**src/fpes_pkg.sv**
```systemverilog
/*
 Shared constants, types and decode functions for the flash program, erase
 and suspend sequencer. Assumes a 100 MHz reference clock (CLK_MHZ) for RESUME_CYC.
*/
package fpes_pkg;

   localparam logic [7:0] OPC_WREN = 8'h06;
   localparam logic [7:0] OPC_WRDI = 8'h04;
   localparam logic [7:0] OPC_PP = 8'h02;
   localparam logic [7:0] OPC_QPP = 8'h32;
   localparam logic [7:0] OPC_SE = 8'h20;
   localparam logic [7:0] OPC_BE32 = 8'h52;
   localparam logic [7:0] OPC_BE64 = 8'hd8;
   localparam logic [7:0] OPC_CE1 = 8'hc7;
   localparam logic [7:0] OPC_CE2 = 8'h60;
   localparam logic [7:0] OPC_SUS = 8'h75;
   localparam logic [7:0] OPC_RES = 8'h7a;

   localparam int PAGE_BYTES = 256;
   localparam int TMR_W = 24;
   localparam logic [9:0] NB_CMD = 10'h001;
   localparam logic [9:0] NB_ERASE = 10'h004;
   localparam logic [9:0] NB_PROG_MIN = 10'h005;
   localparam logic [9:0] NB_ADDR_LAST = 10'h003;
   localparam logic [9:0] NB_MAX = 10'h3ff;
   localparam logic [9:0] NB_PAGE = 10'h100;
   localparam logic [5:0] SYNC_RST = 6'h20;

   localparam int CLK_MHZ = 100;
   localparam int RESUME_NS = 200;
   localparam int RESUME_CYC = RESUME_NS * CLK_MHZ / 1000;

   typedef enum logic [2:0] {
      FPES_OP_NONE, FPES_OP_PP, FPES_OP_SE, FPES_OP_BE32, FPES_OP_BE64, FPES_OP_CE
   } fpes_op_e;

   typedef enum logic [1:0] {ST_IDLE, ST_QUEUE, ST_RUN, ST_SUSW} fpes_st_e;

   typedef struct packed {
      fpes_op_e kind;
      logic [23:0] addr;
      logic [8:0] nbytes;
   } fpes_req_s;

   typedef struct packed {
      fpes_st_e st;
      fpes_op_e kind;
      logic [TMR_W-1:0] cnt;
   } fpes_eng_s;

   function automatic fpes_op_e op_of(input logic [7:0] opc);
      case (opc)
         OPC_PP, OPC_QPP: op_of = FPES_OP_PP;
         OPC_SE: op_of = FPES_OP_SE;
         OPC_BE32: op_of = FPES_OP_BE32;
         OPC_BE64: op_of = FPES_OP_BE64;
         OPC_CE1, OPC_CE2: op_of = FPES_OP_CE;
         default: op_of = FPES_OP_NONE;
      endcase
   endfunction

   function automatic logic is_erase(input fpes_op_e k);
      is_erase = (k == FPES_OP_SE) || (k == FPES_OP_BE32) || (k == FPES_OP_BE64) ||
                 (k == FPES_OP_CE);
   endfunction

endpackage

```
**src/fpes_top.sv**
```systemverilog
/*
 Program, erase, suspend and resume sequencer of a serial flash device.
 Link pins come from the host asynchronously and are synchronised here;
 the memory array takes operation requests over ARR_* and reads the page
 buffer through PB_*; protection lookup is answered by same-clock logic.
*/
`timescale 1ns/1ps

module fpes_top #(
   parameter logic [fpes_pkg::TMR_W-1:0] PP_CYC = 24'h0007d0,
   parameter logic [fpes_pkg::TMR_W-1:0] SE_CYC = 24'h000fa0,
   parameter logic [fpes_pkg::TMR_W-1:0] BE32_CYC = 24'h001770,
   parameter logic [fpes_pkg::TMR_W-1:0] BE64_CYC = 24'h001f40,
   parameter logic [fpes_pkg::TMR_W-1:0] CE_CYC = 24'h003e80,
   parameter logic [fpes_pkg::TMR_W-1:0] SUS_CYC = 24'h0000c8
) (
   input logic REF_CLK,
   input logic RST_B,
   input logic CLK_EN,
   input logic LINK_SCLK,
   input logic LINK_CS_B,
   input logic [3:0] LINK_IO,
   input logic QUAD_LANE_ENABLE_BIT,
   input logic PROT_HIT,
   input logic PROT_ANY,
   output logic [23:0] PROT_ADDR,
   output logic BUSY,
   output logic WRITE_ENABLE_LATCH,
   output logic SUSPEND_FLAG,
   output logic ARR_VALID,
   input logic ARR_READY,
   output fpes_pkg::fpes_req_s ARR_REQ,
   input logic [7:0] PB_RADDR,
   output logic [7:0] PB_RDATA
);

   localparam int SUS_LAT = int'(SUS_CYC) + 1;
   localparam int RESUME_LIM = fpes_pkg::RESUME_CYC;

   logic [5:0] lnk_s;
   logic sck_d_r;
   logic cs_d_r;
   logic [7:0] sh_r;
   logic [3:0] bc_r;
   logic [9:0] nb_r;
   logic quad_r;
   logic [7:0] opc_r;
   logic [23:0] addr_r;
   logic [7:0] pb_ptr_r;
   logic [7:0] pb_mem [fpes_pkg::PAGE_BYTES];
   fpes_pkg::fpes_eng_s eng_r, eng_nxt, sv_r, sv_nxt;
   fpes_pkg::fpes_req_s req_r, req_nxt;
   logic [fpes_pkg::TMR_W-1:0] lat_r, lat_nxt;
   logic sus_r, sus_nxt;
   logic wel_r, wel_nxt;
   logic q_ready;

   ////////////////////////////////////////////////////////////////////////////
   // Link sampling. The host clock is sampled, not used as a clock, so the
   // link must run well below a quarter of REF_CLK.

   fpes_sync #(.W(6), .RST_VAL(fpes_pkg::SYNC_RST)) u_sync (
      .clk(REF_CLK),
      .rst_b(RST_B),
      .ce(CLK_EN),
      .d({LINK_CS_B, LINK_SCLK, LINK_IO}),
      .q(lnk_s)
   );

   wire cs_b_s = lnk_s[5];
   wire sck_s = lnk_s[4];
   wire [3:0] io_s = lnk_s[3:0];
   wire sck_rise = sck_s & ~sck_d_r & ~cs_b_s;
   wire frm_end = cs_b_s & ~cs_d_r;
   wire [3:0] step = quad_r ? 4'h4 : 4'h1;
   wire [3:0] bc_nxt = bc_r + step;
   wire [7:0] sh_nxt = quad_r ? {sh_r[3:0], io_s} : {sh_r[6:0], io_s[0]};
   wire byte_done = sck_rise & bc_nxt[3];
   wire [9:0] nb_inc = (nb_r == fpes_pkg::NB_MAX) ? nb_r : nb_r + 10'h001;
   wire idle = eng_r.st == fpes_pkg::ST_IDLE;
   // The page buffer is frozen while an operation holds it, running or suspended, so that
   // a refused frame during a program suspension cannot corrupt the data still to be written.
   wire pb_we = byte_done && (nb_r > fpes_pkg::NB_ADDR_LAST) && idle &&
                !(sus_r && sv_r.kind == fpes_pkg::FPES_OP_PP);

   always_ff @(posedge REF_CLK or negedge RST_B) begin
      if (!RST_B) begin
         sck_d_r <= 1'b0;
         cs_d_r <= 1'b1;
      end else if (CLK_EN) begin
         sck_d_r <= sck_s;
         cs_d_r <= cs_b_s;
      end
   end

   always_ff @(posedge REF_CLK or negedge RST_B) begin
      if (!RST_B) begin
         sh_r <= 8'h00;
         bc_r <= 4'h0;
         nb_r <= 10'h000;
         quad_r <= 1'b0;
         opc_r <= 8'h00;
         addr_r <= 24'h000000;
         pb_ptr_r <= 8'h00;
      end else if (CLK_EN) begin
         if (cs_b_s) begin
            bc_r <= 4'h0;
            nb_r <= 10'h000;
            quad_r <= 1'b0;
         end else if (sck_rise) begin
            sh_r <= sh_nxt;
            bc_r <= byte_done ? 4'h0 : bc_nxt;
            if (byte_done) begin
               nb_r <= nb_inc;
               if (nb_r == 10'h000) begin
                  opc_r <= sh_nxt;
                  quad_r <= sh_nxt == fpes_pkg::OPC_QPP;
               end
               if (nb_r != 10'h000 && nb_r <= fpes_pkg::NB_ADDR_LAST) begin
                  addr_r <= {addr_r[15:0], sh_nxt};
               end
               if (nb_r == fpes_pkg::NB_ADDR_LAST) pb_ptr_r <= sh_nxt;
               if (pb_we) pb_ptr_r <= pb_ptr_r + 8'h01;
            end
         end
      end
   end

   always_ff @(posedge REF_CLK) begin
      if (CLK_EN && pb_we) pb_mem[pb_ptr_r] <= sh_nxt;
   end

   always_ff @(posedge REF_CLK or negedge RST_B) begin
      if (!RST_B) PB_RDATA <= 8'h00;
      else if (CLK_EN) PB_RDATA <= pb_mem[PB_RADDR];
   end

   ////////////////////////////////////////////////////////////////////////////
   // Command decode at the rising edge of chip select.

   function automatic logic [fpes_pkg::TMR_W-1:0] dur(input fpes_pkg::fpes_op_e k);
      case (k)
         fpes_pkg::FPES_OP_PP: dur = PP_CYC;
         fpes_pkg::FPES_OP_SE: dur = SE_CYC;
         fpes_pkg::FPES_OP_BE32: dur = BE32_CYC;
         fpes_pkg::FPES_OP_BE64: dur = BE64_CYC;
         default: dur = CE_CYC;
      endcase
   endfunction

   fpes_pkg::fpes_op_e new_kind;
   assign new_kind = fpes_pkg::op_of(opc_r);

   wire whole = bc_r == 4'h0;
   wire one = whole && nb_r == fpes_pkg::NB_CMD;
   wire is_ce = new_kind == fpes_pkg::FPES_OP_CE;
   wire is_pp = new_kind == fpes_pkg::FPES_OP_PP;
   // Any trailing partial byte discards the command, and so does any extra byte except on a program.
   wire len_ok = whole && (is_ce ? nb_r == fpes_pkg::NB_CMD :
                           is_pp ? nb_r >= fpes_pkg::NB_PROG_MIN :
                           nb_r == fpes_pkg::NB_ERASE);
   wire qe_ok = (opc_r != fpes_pkg::OPC_QPP) || QUAD_LANE_ENABLE_BIT;
   wire prot_ok = is_ce ? ~PROT_ANY : ~PROT_HIT;
   wire bar_ok = ~sus_r || (fpes_pkg::is_erase(sv_r.kind) ? ~fpes_pkg::is_erase(new_kind) :
                            ~is_pp);
   wire launch = frm_end && new_kind != fpes_pkg::FPES_OP_NONE && len_ok && wel_r && idle &&
                 qe_ok && prot_ok && bar_ok;
   wire sus_go = frm_end && one && opc_r == fpes_pkg::OPC_SUS &&
                 eng_r.st == fpes_pkg::ST_RUN && ~sus_r &&
                 eng_r.kind != fpes_pkg::FPES_OP_CE;
   wire res_go = frm_end && one && opc_r == fpes_pkg::OPC_RES && sus_r && idle;
   wire wren = frm_end && one && opc_r == fpes_pkg::OPC_WREN && idle;
   wire wrdi = frm_end && one && opc_r == fpes_pkg::OPC_WRDI && idle;
   wire [9:0] ndata = nb_r - fpes_pkg::NB_ERASE;
   wire [8:0] nb_pg = (ndata >= fpes_pkg::NB_PAGE) ? 9'h100 : ndata[8:0];

   ////////////////////////////////////////////////////////////////////////////
   // Self-timed engine with one suspended slot. A newly started operation
   // runs in the active slot while the suspended one waits in sv_r.

   always_comb begin
      eng_nxt = eng_r;
      sv_nxt = sv_r;
      req_nxt = req_r;
      lat_nxt = lat_r;
      sus_nxt = sus_r;
      wel_nxt = wel_r;
      case (eng_r.st)
         fpes_pkg::ST_IDLE: begin
            if (launch) begin
               eng_nxt.st = fpes_pkg::ST_QUEUE;
               eng_nxt.kind = new_kind;
               eng_nxt.cnt = dur(new_kind);
               req_nxt.kind = new_kind;
               req_nxt.addr = addr_r;
               req_nxt.nbytes = is_pp ? nb_pg : 9'h000;
            end else if (res_go) begin
               eng_nxt = sv_r;
               eng_nxt.st = fpes_pkg::ST_RUN;
               sus_nxt = 1'b0;
            end else if (wren) begin
               wel_nxt = 1'b1;
            end else if (wrdi) begin
               wel_nxt = 1'b0;
            end
         end
         fpes_pkg::ST_QUEUE: begin
            // Timing starts only once the request queue accepts the request.
            if (q_ready) eng_nxt.st = fpes_pkg::ST_RUN;
         end
         fpes_pkg::ST_RUN: begin
            if (sus_go) begin
               eng_nxt.st = fpes_pkg::ST_SUSW;
               sus_nxt = 1'b1;
               lat_nxt = SUS_CYC;
            end else if (eng_r.cnt <= 24'h000001) begin
               eng_nxt.st = fpes_pkg::ST_IDLE;
               eng_nxt.kind = fpes_pkg::FPES_OP_NONE;
               wel_nxt = 1'b0;
            end else begin
               eng_nxt.cnt = eng_r.cnt - 24'h000001;
            end
         end
         fpes_pkg::ST_SUSW: begin
            if (lat_r <= 24'h000001) begin
               sv_nxt = eng_r;
               eng_nxt.st = fpes_pkg::ST_IDLE;
               eng_nxt.kind = fpes_pkg::FPES_OP_NONE;
            end else begin
               lat_nxt = lat_r - 24'h000001;
            end
         end
         default: eng_nxt.st = fpes_pkg::ST_IDLE;
      endcase
   end

   // Reset stands for power loss: the suspended slot and its flag are lost.
   always_ff @(posedge REF_CLK or negedge RST_B) begin
      if (!RST_B) begin
         eng_r <= '0;
         sv_r <= '0;
         req_r <= '0;
         lat_r <= '0;
         sus_r <= 1'b0;
         wel_r <= 1'b0;
      end else if (CLK_EN) begin
         eng_r <= eng_nxt;
         sv_r <= sv_nxt;
         req_r <= req_nxt;
         lat_r <= lat_nxt;
         sus_r <= sus_nxt;
         wel_r <= wel_nxt;
      end
   end

   fpes_fifo #(.W($bits(fpes_pkg::fpes_req_s)), .DEPTH(2)) u_req_q (
      .clk(REF_CLK),
      .rst_b(RST_B),
      .ce(CLK_EN),
      .in_valid(eng_r.st == fpes_pkg::ST_QUEUE),
      .in_ready(q_ready),
      .in_data(req_r),
      .out_valid(ARR_VALID),
      .out_ready(ARR_READY),
      .out_data(ARR_REQ)
   );

   assign BUSY = ~idle;
   assign WRITE_ENABLE_LATCH = wel_r;
   assign SUSPEND_FLAG = sus_r;
   assign PROT_ADDR = addr_r;
endmodule

```
**src/fpes_sync.sv**
```systemverilog
/*
 Two-stage synchroniser for a group of levels from another clock domain.
 Assumes each bit is sampled independently; callers must tolerate skew.
*/
`timescale 1ns/1ps

module fpes_sync #(
   parameter int W = 6,
   parameter logic [W-1:0] RST_VAL = '0
) (
   input logic clk,
   input logic rst_b,
   input logic ce,
   input logic [W-1:0] d,
   output logic [W-1:0] q
);

   logic [W-1:0] meta_r;

   // Only the second stage reads the first one.
   always_ff @(posedge clk or negedge rst_b) begin
      if (!rst_b) begin
         meta_r <= RST_VAL;
         q <= RST_VAL;
      end else if (ce) begin
         meta_r <= d;
         q <= meta_r;
      end
   end

endmodule

```
**src/fpes_fifo.sv**
```systemverilog
/*
 Small FIFO with valid and ready on both sides.
 Assumes DEPTH is at least two; out_data is read straight from storage flops.
*/
`timescale 1ns/1ps

module fpes_fifo #(
   parameter int W = 8,
   parameter int DEPTH = 2
) (
   input logic clk,
   input logic rst_b,
   input logic ce,
   input logic in_valid,
   output logic in_ready,
   input logic [W-1:0] in_data,
   output logic out_valid,
   input logic out_ready,
   output logic [W-1:0] out_data
);

   localparam int AW = $clog2(DEPTH);

   logic [W-1:0] mem [DEPTH];
   logic [AW-1:0] wp_r;
   logic [AW-1:0] rp_r;
   logic [AW:0] cnt_r;

   function automatic logic [AW-1:0] bump(input logic [AW-1:0] p);
      bump = (p == AW'(DEPTH - 1)) ? '0 : p + AW'(1);
   endfunction

   wire push = in_valid & in_ready;
   wire pop = out_valid & out_ready;

   assign in_ready = cnt_r != (AW + 1)'(DEPTH);
   assign out_valid = cnt_r != '0;
   assign out_data = mem[rp_r];

   always_ff @(posedge clk or negedge rst_b) begin
      if (!rst_b) begin
         wp_r <= '0;
         rp_r <= '0;
         cnt_r <= '0;
      end else if (ce) begin
         if (push) wp_r <= bump(wp_r);
         if (pop) rp_r <= bump(rp_r);
         cnt_r <= cnt_r + {{AW{1'b0}}, push} - {{AW{1'b0}}, pop};
      end
   end

   always_ff @(posedge clk) begin
      if (ce && push) mem[wp_r] <= in_data;
   end

endmodule

```
**config.mk**
```make
export PLATFORM = sky130hd
export DESIGN_NAME = fpes_top
export DESIGN_NICKNAME = d
export VERILOG_FILES = /design/src/fpes_pkg.sv /design/src/fpes_top.sv /design/src/fpes_sync.sv /design/src/fpes_fifo.sv
export SDC_FILE = /design/constraint.sdc
export NUM_CORES = 2
export LEC_CHECK = 0
export BUFFER_PORTS_ARGS = -buffer_cell sky130_fd_sc_hd__buf_2
export CAP_MARGIN = 20
export CORE_MARGIN = 2
export CORE_UTILIZATION = 59
export CTS_BUF_LIST = sky130_fd_sc_hd__clkbuf_8
export DETAILED_ROUTE_END_ITERATION = 8
export PLACE_DENSITY_LB_ADDON = 0.15
export SLEW_MARGIN = 20
export SYNTH_ARGS = -nofsm -noshare
export SYNTH_HDL_FRONTEND = slang
export SYNTH_HIERARCHICAL = 1
export SYNTH_SLANG_ARGS = --single-unit
```
**constraint.sdc**
```tcl
create_clock -name REF_CLK -period 4.4 [get_ports REF_CLK]
set_input_delay 1.1 -clock REF_CLK [delete_from_list [all_inputs] [get_ports REF_CLK]]
set_output_delay 1.1 -clock REF_CLK [all_outputs]
set_load 0.03 [all_outputs]
```
==> out/metrics.cfg <==
[run_status]
status=complete, no violations

[cts]
post_cts_buffers=0
cts.repair.resized=0
insertion_delay_ns=1.06
htreeDepth=5
path_clk_slew_ns=0.06
clock-sinks=2326
cts_buffers=377
cts_buffer_depth=4
cts_tree=yes
cts_root_buf=clkbuf_8
ctsHoldBuffers=0

[global_route]
grtUsageTotal=0.276
grt.overflow.total=0
grt_pass1_wl_mm=320
grt_max_degree=245
antenna_found_initial=6
first_global_vias=48586

[worst_setup_path]
crit_family=simple AND/OR/NAND/NOR gates
worst_setup_path_start_kind=flip-flop
crit_arrival_ns=4.52
path_class=flip-flop to flip-flop
critPathMaxStageDelay_ns=0.65
rrSetupSlack_ns=0.50
path_cells=ha_1 -> a31oi_1 -> xnor2_1 -> nand3b_1 -> or2_2 -> nor2_1 -> nand2_1 -> buf_4 -> nor2_1
cp_max_fo=15
crit_path_end_kind=flip-flop
cp_common_cell=nor2_1
cpMaxStageDelayCell=nor2_1
required_ns=5.02
reg2reg_depth=9
worstReg2RegEnd=pb_mem[95][1]$_DFFE_PP_
path_buf_inv=1
reg2reg_from=quad_r$_DFFE_PN0P_

[sta]
setup_viol=0
max_freq_ghz=0.256
post-route-period-util=0.887
fin_crit_ns=3.90
relSlewSlack=0.263
tightest_slew_ns=1.10
drv_slew=0
rsz0062_at_grt=false
worst_slack_ns=0.499
clock_skew_ns=0.0786
hold_violations=0

[placement]
place_congestion=0.844
post_dp_cell_area_mm2=0.0976
dp_hpwl_mm=133
dp_slack_ns=-0.00737
dp_cells=7065
port_buffers=92

[drt]
route.detailed.drc=0
wl_met3_mm=19.5
vias=49173
drt_pass1_iterations=9
post_drt_wl_per_cell_um=28.2
dr_wl_met2_mm=103
wl_met1_mm=89.1
routed_wl_mm=219
antenna_left=0
drt_iter0_markers=6000
viasPerCell=6.35
route.top_layer_used=met4

[synthesis]
ys_ff_latch=2326
yosysWarnings=6
syn_area_per_cell_um2=19.2
yosysTopAreaCell=edfxtp_1
synth_top_area_share=0.691
synth_cell_types=92
synth-edff-count=2120
synth_area_mm2=0.0922
synth_nets=4836
synth_area_leaders=edfxtp_1 (69%), mux4_2 (12%), dfrtp_1 (5.5%), nor2_1 (1.7%), mux2i_1 (1.3%)
synth_flop_cell=edfxtp_1
syn_inst=4795
ys_seq_area_frac=0.747
synthArstFlopShare=0.0886

[die]
die-area_mm2=0.159
core_mm2=0.156
ios=93
die_x_um=399
num_rows=145
die_h_um=399
start_util=0.592

[layout]
drive_gt1_frac=0.287
nFillCells=10251
post-route-util=0.671
syn2layout_area_growth_pct=13.3
design_area_mm2=0.104
fin_cells=7742
nNetsFinal=5428

[min_path]
hp-class=input port to async pin

[power_and_ir_drop]
power_density_mw_per_mm2=492
leakage_nw=35.3
ir_drop_v=0.000459

[job]
maxCapViolations=0

## layout by cell type, fill, tap and decap left out, drive strengths merged, types with 14 or more instances in the layout
| cell | instances |
|---|---|
| and3 | 14 |
| nor2b | 34 |
| clkbuf | 401 |
| o22ai | 29 |
| o31ai | 34 |
| edfxtp | 2120 |
| nand2 | 165 |
| mux4 | 507 |
| nor2 | 412 |
| ha | 20 |
| nor3 | 28 |
| clkinv | 133 |
| nand2b | 14 |
| a221oi | 16 |
| o21ai | 111 |
| a211oi | 26 |
| inv | 156 |
| dfrtp | 203 |
| mux2i | 116 |
| a22oi | 21 |
| xnor2 | 23 |
| mux2 | 126 |
| a31oi | 23 |
| xor2 | 16 |
| o221ai | 32 |
| nor4 | 52 |
| a21oi | 82 |
| buf | 495 |
| nand3 | 64 |
| or3 | 19 |
## power by group
group	internal (mW)	switching, mW	leakage, nW
registers	27.0	0.434	21.6
clock network	8.79	8.26	3.94
logic	1.82	5.07	9.72
total	37.6	13.8	35.3
## layout make-up
cell class,count,area [um2],share of cell area
Antenna cell,8,20.0,0.000192
Clock buffer,401,5520,0.0528
Clock inverter,267,1280,0.0123
Inverter,39,184,0.00176
Multi-Input combinational cell,2148,22000,0.211
Sequential cell,2326,68800,0.659
Tap cell,2058,2570,0.0247
Timing Repair Buffer,495,4050,0.0388
## cells in the mapped netlist (all sizes together), types with 6 or more instances
cell type / n
a211o: 9
a211oi: 26
a21o: 6
a21oi: 82
a221oi: 16
a22o: 11
a22oi: 21
a311oi: 8
a31oi: 23
a32oi: 13
and2: 9
and3: 14
buf: 117
clkbuf: 165
dfrtp: 203
edfxtp: 2120
ha: 20
inv: 38
mux2: 126
mux2i: 116
mux4: 507
nand2: 165
nand2b: 14
nand3: 64
nand4: 12
nor2: 412
nor2b: 34
nor3: 28
nor3b: 7
nor4: 52
o211ai: 11
o21ai: 111
o221ai: 32
o22ai: 29
o31ai: 34
o32a: 8
or2: 7
or3: 19
xnor2: 23
xor2: 16
## registers in the layout, summed over array words and instances, names as in the netlist, 10 cells and up
| signal | flops |
|---|---|
| PROT_ADDR | 24 |
| pb_mem | 2048 |
| eng_r | 29 |
| sv_r | 27 |
| req_r | 36 |
| u_req_q/mem | 72 |
| nb_r | 10 |
| lat_r | 24 |
## stage by stage
step | hold slack [ns] | total power [mW] | setup TNS [ns]
2_1_floorplan | 0.437 | 32.3 | -5.43
3_3_place_gp | 0.441 | 34.5 | 0
3_5_place_dp | 0.451 | 34.8 | -0.00737
4_1_cts | 0.124 | 51.7 | 0
5_1_grt | 0.182 | 53.2 | 0
6_report | 0.159 | 51.4 | 0
## cell families after synthesis
| logic type | count (synthesis) | share of synthesized area |
|---|---|---|
| DFF | 2326 | 0.747 |
| AOI/OAI and AO/OA | 472 | 0.0350 |
| xor gates and xnor gates | 39 | 0.00371 |
| muxes | 749 | 0.153 |
| buffers and inverters | 321 | 0.0150 |
| and+or+nand+nor | 868 | 0.0435 |
| adders and majority gates | 20 | 0.00271 |
## metal layers
layer,vias to the layer above,track usage
met5,-,0
met4,0,0.0905
met3,421,0.0558
met2,2444,0.423
met1,25571,0.406
li1,20737,-
## worst max-delay path by stage
stage,endpoint,slack (ns),cells past startpoint,from
4_1_cts,ARR_REQ[15],0.40,3,u_req_q/rp_r$_DFFE_PN0P_
5_1_grt,pb_mem[95][1]$_DFFE_PP_,0.23,9,quad_r$_DFFE_PN0P_
6_report,pb_mem[95][1]$_DFFE_PP_,0.50,9,quad_r$_DFFE_PN0P_
3_3_place_gp,PB_RDATA[1]$_DFFE_PN0P_,0.005,10,PB_RADDR[0]
3_5_place_dp,PB_RDATA[1]$_DFFE_PN0P_,-0.007,10,PB_RADDR[1]
2_1_floorplan,pb_mem[0][7]$_DFFE_PP_,-0.02,3,quad_r$_DFFE_PN0P_
No activity file was read; power rests on OpenSTA's default activity.
